[config.mk]
export PLATFORM = sky130hd
export DESIGN_NAME = pdsc_top
export DESIGN_NICKNAME = d
export VERILOG_FILES = /design/src/pdsc_pkg.sv /design/src/pdsc_top.sv
export VERILOG_INCLUDE_DIRS = /design/src /design/src/src
export SDC_FILE = /design/constraint.sdc
export NUM_CORES = 1
export LEC_CHECK = 0
export BUFFER_PORTS_ARGS = -buffer_cell sky130_fd_sc_hd__buf_2
export CAP_MARGIN = 15
export CORE_MARGIN = 4
export CORE_UTILIZATION = 50
export CTS_CLUSTER_SIZE = 25
export DETAILED_ROUTE_END_ITERATION = 12
export PLACE_DENSITY = 0.85
export SLEW_MARGIN = 5
export SYNTH_ARGS = -nofsm -noshare
export SYNTH_HDL_FRONTEND = slang
export SYNTH_SLANG_ARGS = --single-unit
[constraint.sdc]
create_clock -name CLK -period 7 [get_ports CLK]
set_input_delay 1.75 -clock CLK [delete_from_list [all_inputs] [get_ports CLK]]
set_output_delay 1.75 -clock CLK [all_outputs]
set_load 0.05 [all_outputs]
[src/pdsc_map.svh]
`ifndef PDSC_MAP_SVH
`define PDSC_MAP_SVH

// ------------------------------------------------------------
// register offset
// ------------------------------------------------------------
`define PDSC_OFF_DSC 8'h70

// ------------------------------------------------------------
// field positions
// ------------------------------------------------------------
`define PDSC_EN_LSB 0
`define PDSC_MPS_LSB 5
`define PDSC_MRRS_LSB 12
`define PDSC_RETRY_BIT 15
`define PDSC_FLAG_LSB 16
`define PDSC_PEND_BIT 21

// ------------------------------------------------------------
// reset values
// ------------------------------------------------------------
`define PDSC_RST_EN 4'h0
`define PDSC_RST_MPS 3'h0
`define PDSC_RST_MRRS 3'h2
`define PDSC_RST_RETRY 1'b0
`define PDSC_RST_FLAGS 4'h0

// ------------------------------------------------------------
// timing
// ------------------------------------------------------------
`define PDSC_RDATA_LAT 1

`endif

[src/pdsc_pkg.sv]
package pdsc_pkg;

    typedef enum logic [2:0]
    {
        PDSC_RD_128 = 3'b000,
        PDSC_RD_256 = 3'b001,
        PDSC_RD_512 = 3'b010,
        PDSC_RD_1K = 3'b011,
        PDSC_RD_2K = 3'b100,
        PDSC_RD_4K = 3'b101,
        PDSC_RD_RSV6 = 3'b110,
        PDSC_RD_RSV7 = 3'b111
    } pdsc_mrrs_t;

    // one bit per error class, msb first
    typedef struct packed
    {
        logic ur;
        logic fatal;
        logic nonfatal;
        logic cor;
    } pdsc_err_t;

endpackage

[src/pdsc_top.sv]
// What this block does
// - Read requests are capped to the size set by the 3-bit size field.
// - After reset the read size field selects 512 bytes.
// - A non-fatal error sets its flag, whatever its report enable.
// - A fatal error sets its flag, whatever its report enable.
// - An unsupported request sets its flag, whatever its report enable.
// - The read-only pending flag is high while a completion is awaited.
// - An error is reported upward only when its enable bit is one.
`timescale 1ns/1ps
`include "pdsc_map.svh"

module pdsc_top
#(
    parameter int ADDR_W = 8,
    parameter int PEND_W = 4
)
(
    input wire logic CLK,
    input wire logic RST,
    input wire logic CE,
    input wire logic [ADDR_W-1:0] REG_ADDR,
    input wire logic [31:0] REG_WDATA,
    input wire logic REG_WR,
    input wire logic REG_RD,
    output logic [31:0] REG_RDATA,
    input wire pdsc_pkg::pdsc_err_t ERR_EVENT,
    output pdsc_pkg::pdsc_err_t ERR_REPORT,
    input wire logic REQ_ISSUE,
    input wire logic CPL_DONE,
    output logic TXN_PENDING,
    input wire logic RD_REQ_VALID,
    input wire logic [12:0] RD_REQ_BYTES,
    output logic RD_CAP_VALID,
    output logic [12:0] RD_CAP_BYTES,
    output logic [12:0] MAX_RD_BYTES
);
    import pdsc_pkg::*;

    // ------------------------------------------------------------
    // parameter checks
    // ------------------------------------------------------------
    if (ADDR_W < 8)
    begin : g_bad_addr
        $error("ADDR_W too narrow for register offset");
    end
    if (PEND_W < 1 || PEND_W > 16)
    begin : g_bad_pend
        $error("PEND_W out of range");
    end

    // ------------------------------------------------------------
    // size decode
    // ------------------------------------------------------------
    function automatic logic [12:0] size_bytes(input pdsc_mrrs_t code);
        case (code)
            PDSC_RD_128: size_bytes = 13'h0080;
            PDSC_RD_256: size_bytes = 13'h0100;
            PDSC_RD_512: size_bytes = 13'h0200;
            PDSC_RD_1K: size_bytes = 13'h0400;
            PDSC_RD_2K: size_bytes = 13'h0800;
            PDSC_RD_4K: size_bytes = 13'h1000;
            default: size_bytes = 13'h0080;
        endcase
    endfunction

    // ------------------------------------------------------------
    // state
    // ------------------------------------------------------------
    logic [3:0] en_q;
    logic [2:0] mps_q;
    pdsc_mrrs_t mrrs_q;
    logic retry_q;
    logic [3:0] flags_q;
    logic [3:0] flags_d;
    logic [PEND_W-1:0] pend_q;
    logic [PEND_W-1:0] pend_d;

    // ------------------------------------------------------------
    // bus decode
    // ------------------------------------------------------------
    wire hit = REG_ADDR == ADDR_W'(`PDSC_OFF_DSC);
    wire wr_hit = CE & REG_WR & hit;
    wire [3:0] wr_clr = wr_hit ?
        REG_WDATA[`PDSC_FLAG_LSB +: 4] : 4'h0;
    wire [2:0] wr_mrrs = REG_WDATA[`PDSC_MRRS_LSB +: 3];
    // reserved size codes are not stored
    wire mrrs_ok = wr_mrrs != PDSC_RD_RSV6 &&
        wr_mrrs != PDSC_RD_RSV7;
    wire [3:0] ev = ERR_EVENT;
    wire [31:0] dsc_val = {10'h000, TXN_PENDING, 1'b0, flags_q, retry_q,
        mrrs_q, 4'h0, mps_q, 1'b0, en_q};
    wire [31:0] rdata_d = (REG_RD & hit) ? dsc_val : 32'h0000_0000;
    wire [12:0] max_bytes = size_bytes(mrrs_q);
    wire [12:0] cap_d = (RD_REQ_BYTES > max_bytes) ?
        max_bytes : RD_REQ_BYTES;
    wire pend_full = &pend_q;
    wire pend_empty = pend_q == '0;
    wire pend_inc = REQ_ISSUE & ~CPL_DONE & ~pend_full;
    wire pend_dec = CPL_DONE & ~REQ_ISSUE & ~pend_empty;

    assign pend_d = pend_inc ? pend_q + PEND_W'(1) :
        pend_dec ? pend_q - PEND_W'(1) : pend_q;

    // ------------------------------------------------------------
    // sticky error flags, set beats clear
    // ------------------------------------------------------------
    genvar gi;
    generate
        for (gi = 0; gi < 4; gi++)
        begin : g_flag
            assign flags_d[gi] = ev[gi] |
                (flags_q[gi] & ~wr_clr[gi]);

            chk_flag_set: assert property (
                @(posedge CLK) disable iff (RST)
                CE && ev[gi] |=> flags_q[gi])
                else $error("error flag not set by event");

            chk_flag_keep: assert property (
                @(posedge CLK) disable iff (RST)
                flags_q[gi] && !wr_clr[gi] |=> flags_q[gi])
                else $error("error flag lost without a one written");
        end
    endgenerate

    // ------------------------------------------------------------
    // control fields
    // ------------------------------------------------------------
    always_ff @(posedge CLK)
    begin
        if (RST)
        begin
            en_q <= `PDSC_RST_EN;
            mps_q <= `PDSC_RST_MPS;
            mrrs_q <= pdsc_mrrs_t'(`PDSC_RST_MRRS);
            retry_q <= `PDSC_RST_RETRY;
            flags_q <= `PDSC_RST_FLAGS;
        end
        else if (CE)
        begin
            flags_q <= flags_d;
            if (wr_hit)
            begin
                en_q <= REG_WDATA[`PDSC_EN_LSB +: 4];
                mps_q <= REG_WDATA[`PDSC_MPS_LSB +: 3];
                retry_q <= REG_WDATA[`PDSC_RETRY_BIT];
                if (mrrs_ok)
                    mrrs_q <= pdsc_mrrs_t'(wr_mrrs);
            end
        end
    end

    // ------------------------------------------------------------
    // outstanding completions
    // ------------------------------------------------------------
    always_ff @(posedge CLK)
    begin
        if (RST)
        begin
            pend_q <= '0;
            TXN_PENDING <= 1'b0;
        end
        else if (CE)
        begin
            pend_q <= pend_d;
            TXN_PENDING <= pend_d != '0;
        end
    end

    // ------------------------------------------------------------
    // outputs
    // ------------------------------------------------------------
    always_ff @(posedge CLK)
    begin
        if (RST)
        begin
            REG_RDATA <= 32'h0000_0000;
            ERR_REPORT <= '0;
            RD_CAP_VALID <= 1'b0;
            RD_CAP_BYTES <= 13'h0000;
            MAX_RD_BYTES <= 13'h0200;
        end
        else if (CE)
        begin
            REG_RDATA <= rdata_d;
            ERR_REPORT <= ev & en_q;
            RD_CAP_VALID <= RD_REQ_VALID;
            RD_CAP_BYTES <= RD_REQ_VALID ? cap_d : 13'h0000;
            MAX_RD_BYTES <= max_bytes;
        end
    end

    // ------------------------------------------------------------
    // checks
    // ------------------------------------------------------------
    chk_cap_limit: assert property (@(posedge CLK) disable iff (RST)
        CE && RD_REQ_VALID |=> RD_CAP_VALID &&
        RD_CAP_BYTES <= size_bytes(pdsc_mrrs_t'($past(mrrs_q))) &&
        RD_CAP_BYTES <= $past(RD_REQ_BYTES))
        else $error("read request not capped to size field");

    chk_rsvd_code: assert property (@(posedge CLK) disable iff (RST)
        mrrs_q != PDSC_RD_RSV6 && mrrs_q != PDSC_RD_RSV7)
        else $error("reserved read size code stored");

    chk_size_reset: assert property (@(posedge CLK)
        $past(RST) && !RST |-> mrrs_q == PDSC_RD_512 &&
        flags_q == 4'h0)
        else $error("wrong read size or flags after reset");

    chk_pend_issue: assert property (@(posedge CLK) disable iff (RST)
        CE && REQ_ISSUE && !CPL_DONE |=> TXN_PENDING ##0
        (!TXN_PENDING || pend_q != '0))
        else $error("pending not raised after issue");

    chk_err_report: assert property (@(posedge CLK) disable iff (RST)
        CE |=> ERR_REPORT == ($past(ev) & $past(en_q)))
        else $error("report does not follow enable");

    chk_flag_clear: assert property (@(posedge CLK) disable iff (RST)
        CE && wr_clr[2] && !ev[2] |=> !flags_q[2])
        else $error("fatal flag not cleared by one");

endmodule

==> impl_metrics.ini <==
[clock_network]
cts_setup_buffers = 0
worstSkewPairLatency_ns = 0.34
cts_tree = built
root_buffer = clkbuf_8
postCtsHoldBufs = 0
cts_sinks = 60
cts_resized = 0
cts.path.max_buffers = 2
path_clk_slew_ns = 0.08
cts_buffers = 9
cts_max_level = 3

[routing]
postRouteAntennaNets = 0
viasPerCell = 5.24
dr.pass1.iters = 4
routed_wl_um = 6560
drc_errors = 0
wire_per_inst_um = 13.8
drtIter0Drc = 130
via_count = 2485

[placed_design]
dp_hpwl_um = 4550
port_buffers = 88
gp_congestion = 0.829

[global_route]
gr-total-overflow = 0
grt_pass1_vias = 2257
antenna_found_initial = 0
grt_start_max_net_pins = 58
grt_pass1_wl_um = 10300
track_usage_pct = 19.7

[yosys]
async_flop_share_pct = 0
synth_warnings = 0
yosys-top-cells-area = dfxtp_1, nor2_1, mux2i_1
synth_fa_ha_area_share_pct = 3.58
syn_inst = 319
synth_top_area_share_pct = 43.0
synth_edf_count = 0
ys_seq_area_share_pct = 43.0
yosysMostFrequentCell = dfxtp_1
synth_largest_area_cell = dfxtp_1
ys_ff_latch = 60
synth_area_per_cell_um2 = 8.76
synth_common_cells = dfxtp_1, nor2_1, buf_4
synth_top_flop_cell = dfxtp_1
synth.distinct_cells = 50
netlist_area_um2 = 2790
synthSimpleGateAreaFrac_pct = 17.3
synth_xor_xnor_area_share_pct = 0.627
synth_top_family_by_area = simple AND/OR/NAND/NOR gates
synth_compound_area_share_pct = 16.2
synth.area.mux_share_pct = 6.85

[sta]
final.period_utilization_pct = 54.3
report.final.slew_viol_count = 0
holdWs_ns = 0.443
period_minus_slack_ns = 3.80
worst_pin_slew_ns = 1.00
rsz0062_at_grt = false
relSlewSlack_pct = 33.4
setup_tns_ns = 0
max_freq_mhz = 263
finalHoldViolCount = 0
setup_viol = 0
fin_skew_ns = 0.0133

[pwr]
p_leak_nw = 1.60
power.density_nw_per_um2 = 223
ir_drop_mv = 0.138

[finish]
layout.nets = 472
multi_input_area_um2 = 1330
syn_to_final_growth_pct = 19.0
drive_above_1_share_pct = 27.2
num_antenna_cells = 0
nFillCells = 465
layout.area.seq_um2 = 1200

[setup_path]
crit_chain = buf_2 -> nor3b_1 -> nand4_1 -> a21oi_1 -> mux2i_1 -> nor2_1
cp_top_family = simple AND/OR/NAND/NOR gates
crit_path_max_incr_delay_ns = 0.78
start_kind = input port
crit_arrival_ns = 3.98
end_kind = register
crit_slowest_cell = nand4_1
worst-setup-path-type = input port to register
crit_buf_inv = 1
critPathMaxFanout = 23
cp_data_required_time_ns = 7.17

[floorplanning]
coreArea_um2 = 5270
die_w_um = 82.8
placementRows = 26
start_util_pct = 53.0
io_pins = 129
die_y_um = 82.8
die_area_um2 = 6850

[job]
maxCapViolCount = 0

[status]
status = completed

[min_path]
hold_path.class = register to register
==> power breakdown <==
| group | internal (mW) | switching (mW) |
|---|---|---|
| clock network | 0.156 | 0.133 |
| logic | 0.0277 | 0.0719 |
| registers | 0.347 | 0.00514 |
==> cells by family after synthesis <==
family,Yosys count
buf+inv,60
mux,19
compound gates,66
other cells,1
flops,60
simple gates,103
xor+xnor,2
fa+ha+maj,8
==> state kept, by name, indices dropped and copies added, names as in the netlist <==
name and count:
REG_RDATA 16, RD_CAP_BYTES 13, MAX_RD_BYTES 6, ERR_REPORT 4, en_q 4, flags_q 4, pend_q 4, mps_q 3
mrrs_q 3, RD_CAP_VALID 1, TXN_PENDING 1, retry_q 1
==> placed cells by master (no fill, tap or decap), types with 6 or more instances in the layout <==
cell type	instances
buf_2	88
dfxtp_1	60
nor2_1	51
conb_1	23
a21oi_1	19
mux2i_1	18
nand2_1	17
inv_1	16
a22oi_1	16
clkbuf_8	12
o21ai_1	8
ha_1	8
nand3_1	6
a32oi_1	6
==> final cells by class <==
type                    count  area share, %
multi-input cells         221           40.1
flip-flops and latches     60           36.1
repair buffers             89           13.5
clock buffers              12           4.97
well taps                  70           2.63
inverters                  18           2.03
clock inverters             4          0.677
==> routing by layer <==
metal,up-vias,track usage (%),routed length [um]
met5,-,0,0
met4,0,9.48,97
met3,9,4.99,532
met2,95,32.7,3120
met1,1160,23.8,2800
li1,1221,-,-
==> per-stage QoR <==
step | util, % | instances | power, mW | setup WS [ns] | cell area, um^2
2_1_floorplan | - | 341 | 0.444 | 3.77 | 2880
3_3_place_gp | 59.5 | 458 | 0.457 | 2.94 | 3140
3_5_place_dp | 59.5 | 458 | 0.458 | 2.87 | 3140
4_1_cts | 63.1 | 474 | 0.746 | 3.21 | 3320
5_1_grt | 63.1 | 474 | 0.769 | 3.04 | 3320
6_report | 63.1 | 474 | 0.741 | 3.20 | 3320
==> final timing paths <==
check,from,endpoint,slack (ns),cells past startpoint
worst min register to register,RD_CAP_BYTES[10]$_SDFFE_PP0P_,RD_CAP_BYTES[10]$_SDFFE_PP0P_,0.44,2
worst max-delay path,CE,mrrs_q[0]$_SDFFE_PP0P_,3.20,6
worst max register to register,mrrs_q[2]$_SDFFE_PP0P_,RD_CAP_BYTES[9]$_SDFFE_PP0P_,4.57,9
worst min-delay path,RD_CAP_BYTES[10]$_SDFFE_PP0P_,RD_CAP_BYTES[10]$_SDFFE_PP0P_,0.44,2
==> worst min-delay path, cell delays in order, from the launching register on <==
cell and delay, ns:
dfxtp_1 0.31, nand2_1 0.05, o21ai_1 0.05
No activity file was read; power rests on OpenSTA's default activity.
